## src/core/crc_mon_pkg.sv

```systemverilog
/*
 * Shared constants and carrier types for the configuration memory CRC monitor.
 * Assumes a classic Wishbone master with a 32-bit data bus and byte addresses.
 */
package crc_mon_pkg;

   // ---------------------------------------------------------------
   // Bus geometry
   // ---------------------------------------------------------------
   localparam int DATA_W = 32;
   localparam int ADR_W  = 8;
   localparam int SEL_W  = 4;

   // ---------------------------------------------------------------
   // Register map (byte addresses)
   // ---------------------------------------------------------------
   localparam logic [ADR_W-1:0] OFS_CTRL   = 8'h00;
   localparam logic [ADR_W-1:0] OFS_STATUS = 8'h04;
   localparam logic [ADR_W-1:0] OFS_SIG    = 8'h08;
   localparam logic [ADR_W-1:0] OFS_PRE    = 8'h0C;

   // ---------------------------------------------------------------
   // Field layout
   // ---------------------------------------------------------------
   localparam int          CTRL_EN_BIT  = 0;
   localparam int          CTRL_EXP_LSB = 4;
   localparam int          EXP_W        = 4;
   localparam logic [3:0]  EXP_MAX      = 4'h8;
   localparam int          DIV_W        = 8;
   localparam int          ST_FLAG_BIT  = 0;
   localparam int          ST_RUN_BIT   = 1;
   localparam int          ST_CNT_LSB   = 16;
   localparam int          PASS_CNT_W   = 16;

   // ---------------------------------------------------------------
   // CRC engine
   // ---------------------------------------------------------------
   localparam logic [31:0] CRC_POLY = 32'h04C11DB7;
   localparam logic [31:0] CRC_SEED = 32'hFFFFFFFF;

   typedef enum logic {ST_IDLE, ST_RUN} mon_state_e;

   typedef struct packed {
      logic              cyc;
      logic              stb;
      logic              we;
      logic [ADR_W-1:0]  adr;
      logic [SEL_W-1:0]  sel;
      logic [DATA_W-1:0] dat;
   } wb_req_s;

   typedef struct packed {
      logic              ack;
      logic              err;
      logic [DATA_W-1:0] dat;
   } wb_rsp_s;

endpackage : crc_mon_pkg

```

## src/core/config_memory_crc_monitor.sv

```systemverilog
/*
 * Background CRC-32 checker over configuration memory, with error flag,
 * open-drain flag pin, serial signature readout port and Wishbone registers.
 * Assumes configuration memory answers mem_data_i for mem_addr_o in the same
 * cycle, and that user_clk_i is synchronous to clk_i.
 */
`timescale 1ns/1ps
`default_nettype none

module config_memory_crc_monitor #(
   parameter int              MEM_WORDS    = 64,
   parameter logic            CHECK_EN_RST = 1'b1,
   parameter logic [3:0]      DIV_EXP_RST  = 4'h0
) (
   // Clock and reset
   input  wire logic                 clk_i,
   input  wire logic                 rst_i,
   // Wishbone slave
   input  wire crc_mon_pkg::wb_req_s wb_i,
   output var  crc_mon_pkg::wb_rsp_s wb_o,
   // Configuration status
   input  wire logic                 user_mode_i,
   input  wire logic [31:0]          stored_crc_i,
   // Configuration memory read port
   output logic [$clog2(MEM_WORDS)-1:0] mem_addr_o,
   input  wire logic [31:0]          mem_data_i,
   // Error flag and its open-drain pin
   output logic                      crc_error_o,
   output logic                      err_pin_o,
   output logic                      err_pin_oe_o,
   // User serial readout port
   input  wire logic                 user_clk_i,
   input  wire logic                 shift_sel_i,
   input  wire logic                 load_src_i,
   output logic                      read_bit_o
);
   import crc_mon_pkg::*;

   localparam int AW = $clog2(MEM_WORDS);
   localparam logic [AW-1:0] LAST_ADDR = AW'(MEM_WORDS - 1);

   // ---------------------------------------------------------------
   // CRC step over one 32-bit word, MSB first
   // ---------------------------------------------------------------
   function automatic logic [31:0] crc32_word(input logic [31:0] c_in,
                                              input logic [31:0] d);
      logic [31:0] c;
      logic        fb;
      c = c_in;
      for (int i = 31; i >= 0; i--) begin
         fb = c[31] ^ d[i];
         c  = {c[30:0], 1'b0} ^ (fb ? CRC_POLY : 32'h0000_0000);
      end
      return c;
   endfunction : crc32_word

   // ---------------------------------------------------------------
   // State
   // ---------------------------------------------------------------
   mon_state_e          state_reg;
   logic                en_reg;
   logic [EXP_W-1:0]    exp_cfg_reg;
   logic [EXP_W-1:0]    exp_reg;
   logic [DIV_W-1:0]    div_cnt_reg;
   logic [DIV_W-1:0]    div_limit;
   logic                tick;
   logic [AW-1:0]       addr_reg;
   logic [31:0]         crc_reg;
   logic [31:0]         crc_next;
   logic                pass_end;
   logic [31:0]         pre_reg;
   logic [31:0]         sig_reg;
   logic                flag_reg;
   logic [PASS_CNT_W-1:0] pass_cnt_reg;
   logic                ucl_q;
   logic                ucl_rise;
   logic [31:0]         shift_reg;
   logic                ack_reg;
   logic                err_reg;
   logic [DATA_W-1:0]   rdat_reg;
   logic                req;
   logic                hit;
   logic [DATA_W-1:0]   rdat_next;
   logic [EXP_W-1:0]    exp_clamp;

   // ---------------------------------------------------------------
   // Sequencer
   // ---------------------------------------------------------------
   // Exponents above the legal range are clamped so the divider never wraps.
   assign exp_clamp = (exp_cfg_reg > EXP_MAX) ? EXP_MAX : exp_cfg_reg;

   always_ff @(posedge clk_i) begin
      if (rst_i) begin
         state_reg <= ST_IDLE;
         exp_reg   <= DIV_EXP_RST;
      end else begin
         unique case (state_reg)
            ST_IDLE: begin
               if (user_mode_i && en_reg) begin
                  state_reg <= ST_RUN;
                  exp_reg   <= exp_clamp;
               end
            end
            ST_RUN: begin
               state_reg <= ST_RUN;
            end
         endcase
      end
   end

   // ---------------------------------------------------------------
   // Check-rate divider
   // ---------------------------------------------------------------
   // clk_i stands in for the configuration oscillator; tick is its 2^n divide.
   assign div_limit = DIV_W'((9'h001 << exp_reg) - 9'h001);
   assign tick      = (state_reg == ST_RUN) && (div_cnt_reg == div_limit);

   always_ff @(posedge clk_i) begin
      if (rst_i || state_reg != ST_RUN || tick) begin
         div_cnt_reg <= '0;
      end else begin
         div_cnt_reg <= div_cnt_reg + 8'h01;
      end
   end

   // ---------------------------------------------------------------
   // CRC engine: one word per tick, one pass per memory sweep
   // ---------------------------------------------------------------
   assign crc_next   = crc32_word(crc_reg, mem_data_i);
   assign pass_end   = tick && (addr_reg == LAST_ADDR);
   assign mem_addr_o = addr_reg;

   always_ff @(posedge clk_i) begin
      if (rst_i || state_reg != ST_RUN) begin
         addr_reg <= '0;
         crc_reg  <= CRC_SEED;
      end else if (pass_end) begin
         addr_reg <= '0;
         crc_reg  <= CRC_SEED;
      end else if (tick) begin
         addr_reg <= addr_reg + AW'(1);
         crc_reg  <= crc_next;
      end
   end

   // Stored CRC is captured once, as checking starts in user mode.
   always_ff @(posedge clk_i) begin
      if (rst_i) begin
         pre_reg <= 32'h0000_0000;
      end else if (state_reg == ST_IDLE && user_mode_i && en_reg) begin
         pre_reg <= stored_crc_i;
      end
   end

   // ---------------------------------------------------------------
   // Signature and flag
   // ---------------------------------------------------------------
   // The flag is built from the same pass result as the signature register, never from the
   // user readout or bus logic, so corrupted user logic cannot mask it.
   always_ff @(posedge clk_i) begin
      if (rst_i) begin
         sig_reg      <= 32'h0000_0000;
         flag_reg     <= 1'b0;
         pass_cnt_reg <= '0;
      end else if (pass_end) begin
         sig_reg      <= crc_next ^ pre_reg;
         flag_reg     <= |(crc_next ^ pre_reg);
         pass_cnt_reg <= pass_cnt_reg + PASS_CNT_W'(1);
      end
   end

   // Open-drain pin pulls low while enabled checking runs with the flag clear, released otherwise.
   assign crc_error_o  = flag_reg && en_reg;
   assign err_pin_o    = 1'b0;
   assign err_pin_oe_o = en_reg && (state_reg == ST_RUN) && !flag_reg;

   // ---------------------------------------------------------------
   // User serial readout
   // ---------------------------------------------------------------
   // A load happens on every low-select rise and takes the source select of that
   // same cycle, so one rise is enough before shifting; the reader model gives two.
   assign ucl_rise   = user_clk_i && !ucl_q;
   assign read_bit_o = shift_reg[0];

   always_ff @(posedge clk_i) begin
      if (rst_i) begin
         ucl_q     <= 1'b0;
         shift_reg <= 32'h0000_0000;
      end else begin
         ucl_q <= user_clk_i;
         if (ucl_rise) begin
            if (shift_sel_i) begin
               shift_reg <= {1'b0, shift_reg[31:1]};
            end else begin
               shift_reg <= load_src_i ? sig_reg : pre_reg;
            end
         end
      end
   end

   // ---------------------------------------------------------------
   // Wishbone slave
   // ---------------------------------------------------------------
   assign req = wb_i.cyc && wb_i.stb && !ack_reg && !err_reg;
   assign hit = (wb_i.adr == OFS_CTRL) || (wb_i.adr == OFS_STATUS) ||
                (wb_i.adr == OFS_SIG)  || (wb_i.adr == OFS_PRE);

   always_comb begin
      rdat_next = '0;
      unique case (wb_i.adr)
         OFS_CTRL: begin
            rdat_next[CTRL_EN_BIT]                     = en_reg;
            rdat_next[CTRL_EXP_LSB +: EXP_W]           = exp_cfg_reg;
         end
         OFS_STATUS: begin
            rdat_next[ST_FLAG_BIT]                     = flag_reg;
            rdat_next[ST_RUN_BIT]                      = state_reg == ST_RUN;
            rdat_next[ST_CNT_LSB +: PASS_CNT_W]        = pass_cnt_reg;
         end
         OFS_SIG:  rdat_next = sig_reg;
         OFS_PRE:  rdat_next = pre_reg;
         default:  rdat_next = '0;
      endcase
   end

   always_ff @(posedge clk_i) begin
      if (rst_i) begin
         ack_reg  <= 1'b0;
         err_reg  <= 1'b0;
         rdat_reg <= '0;
      end else begin
         ack_reg  <= req && hit;
         err_reg  <= req && !hit;
         rdat_reg <= (req && hit && !wb_i.we) ? rdat_next : '0;
      end
   end

   // Settings only take effect when checking starts, so writes once it runs are inert.
   // The write lands at the edge where the master samples ack, not before.
   always_ff @(posedge clk_i) begin
      if (rst_i) begin
         en_reg      <= CHECK_EN_RST;
         exp_cfg_reg <= DIV_EXP_RST;
      end else if (wb_i.cyc && wb_i.stb && ack_reg && wb_i.we && wb_i.sel[0] &&
                   wb_i.adr == OFS_CTRL && state_reg == ST_IDLE) begin
         en_reg      <= wb_i.dat[CTRL_EN_BIT];
         exp_cfg_reg <= wb_i.dat[CTRL_EXP_LSB +: EXP_W];
      end
   end

   assign wb_o.ack = ack_reg;
   assign wb_o.err = err_reg;
   assign wb_o.dat = rdat_reg;
endmodule : config_memory_crc_monitor

`default_nettype wire

```

## config.mk

```make
export PLATFORM = sky130hd
export DESIGN_NAME = config_memory_crc_monitor
export DESIGN_NICKNAME = d
export VERILOG_FILES = /design/src/core/crc_mon_pkg.sv /design/src/core/config_memory_crc_monitor.sv
export SDC_FILE = /design/constraint.sdc
export NUM_CORES = 1
export LEC_CHECK = 0
export ABC_AREA = 0
export ABC_CLOCK_PERIOD_IN_PS = 5500
export BUFFER_PORTS_ARGS = -buffer_cell sky130_fd_sc_hd__buf_4
export CAP_MARGIN = 20
export CORE_MARGIN = 2
export CORE_UTILIZATION = 39
export DETAILED_ROUTE_END_ITERATION = 8
export SLEW_MARGIN = 20
export SYNTH_ARGS = -nofsm -noshare
export SYNTH_HDL_FRONTEND = slang
export SYNTH_SLANG_ARGS = --single-unit
```

## constraint.sdc

```tcl
create_clock -name clk_i -period 5.5 [get_ports clk_i]
set_clock_uncertainty 0.1 [all_clocks]
set_input_delay 1.65 -clock clk_i [delete_from_list [all_inputs] [get_ports clk_i]]
set_output_delay 1.65 -clock clk_i [all_outputs]
set_load 0.01 [all_outputs]
```

# [Word level (Yosys, flattened, before mapping)]
# Index checks and enable logic that the tools add are counted.
[totals] reg_bits=204 inputBits=117 output_inout_bits=44 word_cells=173
[op_classes] add_sub_neg=4 order_cmp=1 eq_ne=5 shift=1 mux=43 n_bitwise=67 n_reduce_logical=36
[op_table] operator="XOR 32 x 27 -> 32 bit" n=32
[op_table] operator="2-to-1 mux 27 bit" n=32
[op_table] operator="2-to-1 mux 32 bit" n=2
[op_table] operator="case mux 16 bit (3 select lines)" n=1
[op_table] operator="OR reduction 32 bit" n=1
[op_table] operator="XOR 1 bit" n=32
[op_table] operator="XOR 32 bit" n=1
[op_table] operator="logical AND 1 bit" n=20
[op_table] operator="adder 16 x 1 -> 16 bit (second input constant)" n=1
[op_table] operator="== test 8 x 4 -> 1 bit (second input constant)" n=2
[op_table] operator="case mux 8 bit (2 select lines)" n=1
[op_table] operator="case mux 4 bit (3 select lines)" n=1
[op_table] operator="adder 8 x 1 -> 8 bit (second input constant)" n=1
[op_table] operator="== test 8 x 3 -> 1 bit (second input constant)" n=1
[op_table] operator="== test 8 bit" n=1
[op_table] operator="logical NOT 8 bit" n=1
[op_table] operator="<< shifter 1 x 4 -> 8 bit (first input constant)" n=1
[op_table] operator="subtractor 8 x 1 -> 8 bit (second input constant)" n=1
[op_table] operator="adder 6 x 1 -> 6 bit (second input constant)" n=1
[op_table] operator="== test 6 bit (second input constant)" n=1
[op_table] operator="logical NOT 1 bit" n=6
[op_table] operator="logical OR 1 bit" n=5
[op_table] operator="> comparator 4 bit (second input constant)" n=1
[op_table] operator="2-to-1 mux 4 bit" n=1
[op_table] operator="other kinds (8)" n=10

# [Logic depth before layout (Yosys ltp)]
# Gate-level depths: netlist (run 1).
[logic_depth] ltp_word=98 depth_mapped=18 mapped_depth_nobuf=14

# [Least setup slack after synthesis (run 1)]
# OpenSTA, ideal clock, no wires.
[synth_timing] path_kind="input to register" start="input port mem_data_i[23]" end="register flag_reg" setup_time_ps=134 arrival_time_ps=5338 required_time_ps=5266 slack_ps=-72 path_stages=11 path_buffers=0 path_cell_list="xnor2_1 -> xnor2_1 -> xor3_2 -> xnor3_1 -> xnor3_1 -> xnor2_1 -> xor2_1 -> or4_1 -> or4b_1 -> nor4b_2 -> a211oi_1"
[synth_between] elab_chain_len=34 elab_cells_between_ends=50 classes_between="12 x mux; 37 x bitwise; 1 x reduce/logical"
[synth_lines] element="from (decl)" line_no="config_memory_crc_monitor.sv:26" rtl="input wire logic [31:0] mem_data_i,"
[synth_lines] element="XOR 1 bit *" line_no="config_memory_crc_monitor.sv:51" rtl="fb = c[31] ^ d[i];"
[synth_lines] element="2-to-1 mux 27 bit *" line_no="config_memory_crc_monitor.sv:52" rtl="c = {c[30:0], 1'b0} ^ (fb ? CRC_POLY : 32'h0000_0000);"
[synth_lines] element="XOR 32 x 27 -> 32 bit * (6 in series)" line_no="config_memory_crc_monitor.sv:52"
[synth_lines] element="XOR 1 bit or XOR 32 x 27 -> 32 bit (tied branches)" line_no="config_memory_crc_monitor.sv:51, config_memory_crc_monitor.sv:52"
[synth_lines] element="2-to-1 mux 27 bit or XOR 32 x 27 -> 32 bit (tied branches)" line_no="config_memory_crc_monitor.sv:52"
[synth_lines] element="XOR 32 x 27 -> 32 bit * (6 in series)" line_no="config_memory_crc_monitor.sv:52"
[synth_lines] element="XOR 1 bit or XOR 32 x 27 -> 32 bit (tied branches)" line_no="config_memory_crc_monitor.sv:51, config_memory_crc_monitor.sv:52"
[synth_lines] element="2-to-1 mux 27 bit or XOR 32 x 27 -> 32 bit (tied branches)" line_no="config_memory_crc_monitor.sv:52"
[synth_lines] element="XOR 32 x 27 -> 32 bit * (10 in series)" line_no="config_memory_crc_monitor.sv:52"
[synth_lines] element="XOR 1 bit (tied with other cells)" line_no="config_memory_crc_monitor.sv:51"
[synth_lines] element="2-to-1 mux 27 bit or XOR 32 x 27 -> 32 bit (tied branches)" line_no="config_memory_crc_monitor.sv:52"
[synth_lines] element="XOR 32 x 27 -> 32 bit * (2 in series)" line_no="config_memory_crc_monitor.sv:52"
[synth_lines] element="XOR 32 bit *" line_no="config_memory_crc_monitor.sv:167" rtl="flag_reg <= |(crc_next ^ pre_reg);"
[synth_lines] element="OR reduction 32 bit *" line_no="config_memory_crc_monitor.sv:167"
[synth_lines] element="to (signal assigned)" line_no="config_memory_crc_monitor.sv:167"
[synth_lines] element="to (decl)" line_no="config_memory_crc_monitor.sv:73" rtl="logic flag_reg;"
# Every way passes the cells marked *; elsewhere a longest branch is shown, timed or not.
# A chain may end at the register's enable or synchronous reset.

# [Worst setup path in the final report (run 1)]
[layout_timing] start="input port mem_data_i[13]" end="register flag_reg"
[layout_between] elab_chain_len=22 elab_cells_between_ends=26 classes_between="5 x mux; 20 x bitwise; 1 x reduce/logical"
[layout_lines] element="XOR 1 bit *" line_no="config_memory_crc_monitor.sv:51"
[layout_lines] element="2-to-1 mux 27 bit *" line_no="config_memory_crc_monitor.sv:52"
[layout_lines] element="XOR 32 x 27 -> 32 bit * (6 in series)" line_no="config_memory_crc_monitor.sv:52"
[layout_lines] element="XOR 1 bit" line_no="config_memory_crc_monitor.sv:51"
[layout_lines] element="2-to-1 mux 27 bit" line_no="config_memory_crc_monitor.sv:52"
[layout_lines] element="XOR 32 x 27 -> 32 bit * (6 in series)" line_no="config_memory_crc_monitor.sv:52"
[layout_lines] element="XOR 1 bit" line_no="config_memory_crc_monitor.sv:51"
[layout_lines] element="2-to-1 mux 27 bit" line_no="config_memory_crc_monitor.sv:52"
[layout_lines] element="XOR 32 x 27 -> 32 bit * (2 in series)" line_no="config_memory_crc_monitor.sv:52"
[layout_lines] element="XOR 32 bit *" line_no="config_memory_crc_monitor.sv:167"
[layout_lines] element="OR reduction 32 bit *" line_no="config_memory_crc_monitor.sv:167"
# Marks and branches as above.

==> results of run 1 <==
[cell type report]
cell class / instances / area share, %
tap: 442 / 3.333
inverter: 5 / 0.1131
clock inverter: 15 / 1.139
timing repair buffer: 338 / 15.44
clock buffer: 31 / 4.095
multi-input combinational: 1071 / 51.26
sequential: 204 / 24.62
[path summary, 6_finish.rpt]
check	to	slack [ns]	cells past startpoint	from
max	flag_reg	0.17	15	mem_data_i[13]
min	sig_reg[17]	0.37	2	sig_reg[17]
max reg2reg	flag_reg	0.96	14	crc_reg[22]
min reg2reg	sig_reg[17]	0.37	2	sig_reg[17]
[worst min-delay path, stage by stage, from the launching register on]
cell and delay, ns:
dfxtp_1 0.32, nand2_1 0.05, a21oi_1 0.05
[layer usage]
| metal | wire length [microns] | GRT usage, % | vias up |
|---|---|---|---|
| li1 | - | - | 5094 |
| met1 | 17450 | 30.99 | 4937 |
| met2 | 17000 | 35.72 | 288 |
| met3 | 2433 | 3.835 | 38 |
| met4 | 768 | 4.567 | 0 |
| met5 | 0 | 0 | - |
[metrics by stage]
step,instances,instance area [sq um]
CTS,2106,16590
global route,2106,16590
detailed placement,2060,15720
floorplan,1357,12890
finish,2106,16590
global placement,2060,15720
[kinds of logic after synthesis]
family / synth area share [%]
buffers and inverters: 2.505
and+or+nand+nor: 14.65
adders and majority gates: 0.3884
xor gates and xnor gates: 35.89
AOI/OAI and AO/OA: 7.458
other: 0.02910
DFF: 31.70
muxes: 7.380
[layout by cell type, fill, tap and decap left out, types with 10 or more instances in the layout]
| cell type | netlist | routed |
|---|---|---|
| a21oi_1 | 136 | 136 |
| a22oi_1 | 21 | 21 |
| buf_4 | 4 | 336 |
| clkbuf_16 | 0 | 26 |
| dfxtp_1 | 204 | 204 |
| mux2_2 | 22 | 22 |
| mux2i_1 | 68 | 68 |
| nand2_1 | 179 | 179 |
| nand3_1 | 17 | 17 |
| nand4_1 | 10 | 10 |
| nor2_1 | 178 | 176 |
| o21ai_0 | 17 | 17 |
| xnor2_1 | 156 | 155 |
| xnor2_2 | 16 | 17 |
| xnor3_1 | 69 | 69 |
| xor2_1 | 83 | 83 |
| xor3_1 | 11 | 11 |
[cells in the mapped netlist (11+ instances only)]
cell type	number	area share [%]
a21oi_1	136	5.3
a22oi_1	21	1.2
buf_1	20	0.58
clkbuf_1	53	1.5
dfxtp_1	204	32
mux2_2	22	1.9
mux2i_1	68	5.3
nand2_1	179	5.2
nand3_1	17	0.66
nor2_1	178	5.2
o21ai_0	17	0.66
xnor2_1	156	11
xnor2_2	16	2.0
xnor3_1	69	12
xor2_1	83	5.6
xor3_1	11	2.0
==> results.txt, run 1 <==
- The congestion estimate from routability-driven global placement came to 0.8837.
* Level count of the clock H-tree: 1
* Critical path cell sequence: buf_4 > xor2_1 > buf_4 > xnor2_1 > xor3_2 > xnor3_1 > buf_4 > xnor2_1 > xnor3_1 > xor2_1 > or4_1 > a21o_1 > nor4b_2 > buf_4 > a211oi_1
- Counting flops and latches in the post-synthesis netlist gives 204.
* Final min period: 5.334 ns
- For this run, the share of the core covered by cells in the final layout is 50.99%.
* Final routed wirelength across all metal layers: 37650 microns
* Count of flip-flops with a built-in enable after synthesis: 0
- Type of element launching the critical path: input pin
- During I/O placement, the number of pins put on the boundary was 161.
- Cell with the largest stage delay on the worst path: xnor3_1
- The final layout contains 1767 nets.
- Antenna Nets Post-Route: 0
- After routing, the total negative slack on setup checks comes to 0 ns.
- Cell count after synthesis: 1357
- Data arrives at the worst endpoint at 5.61 ns.
- Share of cells above drive strength 1: 26.98%
- Counting every net in the synthesized netlist gives 1478.
- The critical path is of the in2reg type.
* Vertical die dimension: 185.8 microns
- A synthesized cell averages 9.495 sq um.
- Number of vias in the routed layout: 10.36k
- Area occupied by multi-input gates: 8504 sq um
* Worst path setup slack after routing: 0.1659 ns
* Most frequently used flop master after synthesis: dfxtp_1
- The floorplan has 66 rows.
- Count of routing violations after the opening detailed-route iteration: 614
- DRC violations left: 0
- Storage cell area: 4084 sq um
* Port bufs: 129
- Worst path top cell family by delay: XOR/XNOR gates
- Timing-limited maximum frequency: 187.5 MHz
- Cell repeated most along the worst path: buf_4
* Pin count of the biggest net entering global routing: 89
- After clock tree synthesis, the clock-pin slew on the worst setup and hold paths is 0.06 ns.
- The count of final max-slew check failures came to 0.
- The repair_antennas step left the layout with diodes totalling 0.
- The longest clock path from root to sink contains 3 buffers.
* Total die area: 34510 sq um
* Post-synthesis instance area: 12880 sq um
* Sum of net half-perimeters after detailed placement: 28400 microns
- TritonCTS built the clock tree.
- Sequential share of the synthesized area: 31.70%
- After layout, the worst path uses 96.98% of the clock period.
- In this run the worst path has a maximum fanout of 3.
- Delay contributed by the slowest stage of the critical path: 0.53 ns
- Post-CTS resize count: 0
* Number of max-capacitance violations reported: 0
- For this run, the total global-route usage over all layers was measured as 22.10%.
- Sink count of the clock tree: 204
- Setup violations remaining at the end of the flow were counted as 0.
- The layout has 3103 filler cells.
- Horiz. Die Dim: 185.8 microns
* Number of buffers created by CTS: 26
* Status: complete, no violations
* Asr flop ratio synth: 0%
* Number of hold-slack violations in the final timing report: 0
* RSZ-0062 raised after global routing: no
* Hold_ws: 0.3662 ns
- Routed length per instance: 17.88 microns
- After clock tree synthesis, the flow added hold-fix buffers numbering 0.
* Global-route wire length before repair: 58230 microns
* Placeable core region: 32540 sq um
- Yosys printed 0 warnings.
- Drt pass-1 iters: 7
- The number of global-route vias before repair was 10.22k.
* Tightest Pin Transition: 0.9669 ns
- Worst setup timing slack at the placement stage: -0.3401 ns
* Grt ovf: 0
- The number of antenna violations at the first check in global routing is 1.
- Worst slew margin relative to its limit: 35.54%
* Required time of the critical path: 5.78 ns
* Via-to-Cell Ratio: 4.918
- Buffer type at the clock tree root: clkbuf_16
- Count of buffering cells on the critical path with inverters included: 4
* Clock Latency Late Sink: 0.56 ns
- CP Capture Type: register
- Number of different library cells in the post-synthesis netlist: 47
* Number of buffers added for setup after CTS: 0
* Path class of the lowest-slack min-delay path: reg2reg
* Starting density of the core: 39.60%
* Syn-to-layout area delta: 28.76%
Power of run 1 is not shown: default switching activity piles up to over one toggle a cycle in this logic, so the estimate is an artifact.
==> inputs of run 2 (changes only) <==
Settings changed: BUFFER_PORTS_ARGS -buffer_cell sky130_fd_sc_hd__buf_4 to -buffer_cell sky130_fd_sc_hd__buf_2.
==> results.txt, run 2 (synthesized netlist as in run 1, its figures left out) <==
- The run finished with clean final reports.
- The total overflow reported by the global router was 0 (unchanged).
- The worst setup path is launched from an input pin.
* Total setup violations reported at the end of the flow: 0 (unchanged)
- Required time of the critical path: 5.78 ns (about the same)
- Horiz. Die Dim: 185.8 microns (unchanged)
- Clock Latency Late Sink: 0.55 ns (about the same)
* Maximum number of buffers from clock root to sink: 3 (unchanged)
- Starting density of the core: 39.60% (unchanged)
- Filler Cells Inserted: 3122 (+0.61%)
* Number of placement rows: 66 (unchanged)
* Post-CTS resize count: 0 (unchanged)
- The total length of routed wires came to 37460 microns (-0.49%).
* Num ports: 161 (unchanged)
- The number of routed nets with antenna violations is 0 (unchanged).
- The number of global-route vias before repair is 10.12k (-1.0%).
* Final standard cell count with taps included and fillers excluded: 2102 (-0.19%)
* Number of vias in the routed layout: 10.27k (-0.80%)
- The HPWL after detailed placement came to 28550 microns (+0.50%).
- Tightest Pin Transition: 1.029 ns (+0.06249 ns)
* Total die area: 34510 sq um (unchanged)
- The worst hold path belongs to the class reg2reg.
- The clock transition time at the flip-flop clock pins of the worst setup and hold paths is 0.06 ns (about the same).
* Count of routing violations after the opening detailed-route iteration: 616 (+0.33%)
- The iteration count of the initial detailed-routing pass was 5 (-2).
* Sink count of the clock tree: 204 (unchanged)
* Number of antenna violations at the first check in global routing: 1 (unchanged)
- The arrival time reported for the critical path endpoint is 5.62 ns (about the same).
- Most frequent cells in the layout: buf_4, dfxtp_1, nand2_1
* Number of buffers added for setup after CTS: 0 (unchanged)
- In this run the clock root is driven by a clkbuf_16.
* Pin count of the biggest net entering global routing: 94 (+5.6%)
- The antenna diode count was 0 (unchanged).
- The number of max-capacitance violations reported is 0 (unchanged).
- The vertical die dimension was 185.8 microns (unchanged).
* Global-route wire length before repair: 57750 microns (-0.82%)
- TritonCTS built the clock tree.
* Routed length per instance: 17.82 microns (-0.30%)
* DRC violations left: 0 (unchanged)
- Share of cells above drive strength 1: 27.05% (+0.065 points)
- Placeable core region: 32540 sq um (unchanged)
- Final max-slew violation count: 0 (unchanged)
* Worst Setup Path Type: in2reg
- The highest clock frequency the design can meet was 187.0 MHz (-0.23%).
* Worst slew margin relative to its limit: 31.37% (-4.2 points)
- Number of nets in the layout: 1763 (-0.23%)
* Via-to-Cell Ratio: 4.888 (-0.61%)
- Crit path max fanout: 5 (+2)
- Aggregate global-route resource usage: 22.06% (-0.039 points)
- Final Cycle Share: 97.21% (+0.22 points)
- Syn-to-layout area delta: 26.52%
* GP Congestion: 0.9044 (+2.3%)
- Port bufs: 129 (unchanged)
- The maximum level of the CTS H-tree came to 1 (unchanged).
* CP Capture Type: register
* Number of buffers created by CTS: 24 (-7.7%)
- Final min period: 5.346 ns (+0.01229 ns)
- The number of buffers inserted by hold repair at cts came to 0 (unchanged).
- The number of placed instances with taps included was 2058 (-0.097%).
* Number of hold-slack violations in the final timing report: 0 (unchanged)
- Leaving out fill and tap cells, the most frequent cell in the layout is buf_4.
[run 2: changes by cell type in the layout (fill, tap and decap cells not counted), sizes merged]
cell	delta
clkbuf	+1
bufinv	+1
buf	-2
inv	+1
clkinv	-5
[run 2: layout make-up]
cell class	instances	area [sq um]	area share (%)
Multi-Input combinational cell	1071	8511	52.21
Sequential cell	204	4084	25.05
Timing Repair Buffer	336	2242	13.75
Clock buffer	32	700.7	4.298
Tap cell	442	553.0	3.392
Clock inverter	12	192.7	1.182
Inverter	5	18.77	0.1151
[run 2: layer usage]
metal  track usage (%)  wire length (microns)  up-vias
li1                  -                      -     5077
met1             31.19                  17420     4848
met2             35.15                  16630      295
met3             3.170                   2382       52
met4             6.047                   1023        2
met5                 0                      8        -
[run 2: worst max-delay path: stages]
cell,delay (ns)
buf_2,0.12
buf_4,0.13
xor2_1,0.18
xnor3_2,0.53
xor3_1,0.42
xnor3_1,0.41
buf_4,0.20
buf_12,0.13
xnor2_4,0.31
xnor2_4,0.17
xnor2_1,0.11
or4_1,0.43
or4b_1,0.50
nor4b_2,0.22
a211oi_1,0.10
[run 2: path summary, 6_finish.rpt]
kind | startpoint | endpoint | slack (ns) | cells after the start
min | sig_reg[23] | sig_reg[23] | 0.37 | 2
max reg2reg | crc_reg[22] | flag_reg | 1.04 | 13
min reg2reg | sig_reg[23] | sig_reg[23] | 0.37 | 2
max | mem_data_i[22] | flag_reg | 0.15 | 15
[run 2: stage by stage]
stage / worst slack (ns) / setup TNS [ns] / cell area, sq um / util [%] / hold WS (ns)
after global placement: -0.4072 / -0.4887 / 15390 / 47.31 / 0.3520
final: 0.1536 / 0 / 16300 / 50.10 / 0.3668
after detailed placement: -0.4388 / -0.4988 / 15390 / 47.31 / 0.3594
after global routing: -0.006808 / -0.006808 / 16300 / 50.10 / 0.3808
after floorplan: 0.04247 / 0 / 12890 / - / 0.3413
after CTS: 0.1332 / 0 / 16290 / 50.05 / 0.3662
Power of run 2 is left out for the same reason.
==> inputs of run 3 (changes only) <==
Settings changed: ABC_CLOCK_PERIOD_IN_PS 5500 to 5740, SETUP_SLACK_MARGIN set to 0.02.
Clock period 5.5 ns to 5.74 ns, I/O delays scaled along.
==> results.txt, run 3 (synthesized netlist as in run 1, its figures left out) <==
* Post-CTS resize count: 0 (unchanged)
- Clock input transition at the sequential cells of the worst setup and hold paths: 0.06 ns (about the same)
- Status: complete, no violations
* Clock tree from TritonCTS: yes
* Pin count of the biggest net entering global routing: 85 (-9.6%)
- GR Util met3: 4.031% (+0.86 points)
- After global routing, the most crowded layer is met2.
- The met2 usage in global routing was 33.92% (-1.2 points).
- Count of placed standard cells including taps: 2025 (-1.6%)
- Crit path max fanout: 4 (-1)
- DRC violations left: 0 (unchanged)
- In this design, the largest share of critical-path delay is due to XOR/XNOR gates.
- Cell with the largest stage delay on the worst path: xor3_2
- CTS placed an instance of clkbuf_16 at the clock tree root.
* Number of global-route vias before repair: 9792 (-3.2%)
* Hold_ws: 0.3656 ns (-0.001281 ns)
* Level count of the clock H-tree: 1 (unchanged)
- The final setup violation count was 0 (unchanged).
- Sum of net half-perimeters after detailed placement: 28190 microns (-1.2%)
- The vertical die dimension was 185.8 microns (unchanged).
- The iteration count of the initial detailed-routing pass was 6 (+1).
- The signal on the critical path passes through buf_2 > xnor2_1 > xnor2_1 > xor3_2 > buf_4 > xnor3_2 > xnor3_1 > xnor3_1 > xor2_1 > or4_1 > a21o_1 > nor4b_2 > a211oi_1.
* Diodes inserted: 0 (unchanged)
- Required time of the critical path: 6.01 ns (+0.23 ns)
* Antenna Nets Post-Route: 0 (unchanged)
* Port bufs: 129 (unchanged)
* CTS Hold Bufs: 0 (unchanged)
- The source-to-sink clock delay at the later pin of the worst-skew pair is 0.54 ns (about the same).
- The number of antenna violations at the first check in global routing is 1 (unchanged).
* Final max-slew violation count: 0 (unchanged)
- CP Capture Type: register
* Number of hold-slack violations in the final timing report: 0 (unchanged)
- The delay of the slowest critical-path stage is 0.53 ns (about the same).
- Compared with the post-synthesis result, the final layout area differs by 24.00%.
- The headroom to the max-slew limit is 29.48% (-1.9 points).
- STA classifies the critical path startpoint as an input pin.
- Path class of the lowest-slack min-delay path: reg2reg
- Number of nets in the layout: 1730 (-1.9%)
- The deepest clock path buffer count is 3 (unchanged).
* Worst Setup Path Type: in2reg
* Timing-limited maximum frequency: 182.5 MHz
- The placeable core region came to 32540 sq um (unchanged).
* Total cell area at the placement stage: 15110 sq um (-1.8%)
- The boundary pin count was 161 (unchanged).
- RSZ-0062 raised after global routing: no
- The overall track demand over capacity in global routing is 21.50% (-0.55 points).
- The number of max-capacitance violations reported is 0 (unchanged).
- Final min period: 5.479 ns
- Sink count of the clock tree: 204 (unchanged)
* Design Area, Final: 15980 sq um (-2.0%)
* Number of vias in the routed layout: 10.16k (-1.1%)
- The ratio of routed vias to standard cells came to 4.909 (+0.44%).
- Horiz. Die Dim: 185.8 microns (unchanged)
- The die outline area was 34510 sq um (unchanged).
* Count of buffering cells on the critical path with inverters included: 2 (-2)
* Tightest Pin Transition: 1.058 ns (+0.02838 ns)
- Final standard cell count with taps included and fillers excluded: 2069 (-1.6%)
- Grt met1 use: 30.09% (-1.1 points)
* GP Congestion: 0.9062 (+0.20%)
- The cell row count was 66 (unchanged).
- Final routed wirelength across all metal layers: 36970 microns (-1.3%)
- The post-CTS setup buffer count came to 0 (unchanged).
- Final Cycle Share: 95.45%
- Count of routing violations after the opening detailed-route iteration: 666 (+8.1%)
* Starting density of the core: 39.60% (unchanged)
- Grt ovf: 0 (unchanged)
- Arrival time of data at the critical path endpoint: 5.75 ns (+0.13 ns)
* Share of cells above drive strength 1: 25.20% (-1.8 points)
- In the layout the commonest cells are dfxtp_1, nand2_1, nor2_1.
- Sum of negative setup slack: 0 ns (unchanged)
- Routed length per instance: 17.87 microns (+0.24%)
- Leaving out fill and tap cells, the most frequent cell in the layout is dfxtp_1.
* Number of buffers created by CTS: 24 (unchanged)
- Global-route wire length before repair: 56380 microns (-2.4%)
[run 3: cell count changes in the layout (fill, tap and decap cells not counted), sizes merged]
cell and delta:
inv -2, buf -33, clkbuf +3, bufinv -1
[run 3: worst paths after layout]
kind,startpoint,to,slack [ns],cells past startpoint
setup / recovery,mem_data_i[23],flag_reg,0.26,13
hold / removal,sig_reg[3],sig_reg[3],0.37,2
setup reg to reg,crc_reg[23],flag_reg,1.23,12
hold reg to reg,sig_reg[3],sig_reg[3],0.37,2
[run 3: worst min-delay path, cell delays in order (launching register included)]
cell,delay (ns)
dfxtp_1,0.32
nand2_1,0.05
a21oi_1,0.05
[run 3: through the flow]
stage	worst slack [ns]	util (%)
6_report	0.2611	49.11
5_1_grt	0.1406	49.11
4_1_cts	0.2938	49.09
3_5_place_dp	-0.2487	46.45
3_3_place_gp	-0.2045	46.45
2_1_floorplan	0.09568	-
[run 3: area by class of cell]
cell class / count / area (sq um)
Sequential cell: 204 / 4084
Fill cell: 3179 / 16560
Clock buffer: 35 / 711.9
Clock inverter: 9 / 148.9
Timing Repair Buffer: 303 / 1967
Multi-Input combinational cell: 1071 / 8494
Inverter: 5 / 18.77
Tap cell: 442 / 553.0
[run 3: layer usage]
metal,vias to the layer above,share of wire (%)
met5,-,0.035
met4,2,2.8
met3,48,6.3
met2,278,44
met1,4807,47
li1,5022,-
Power of run 3 is left out for the same reason.
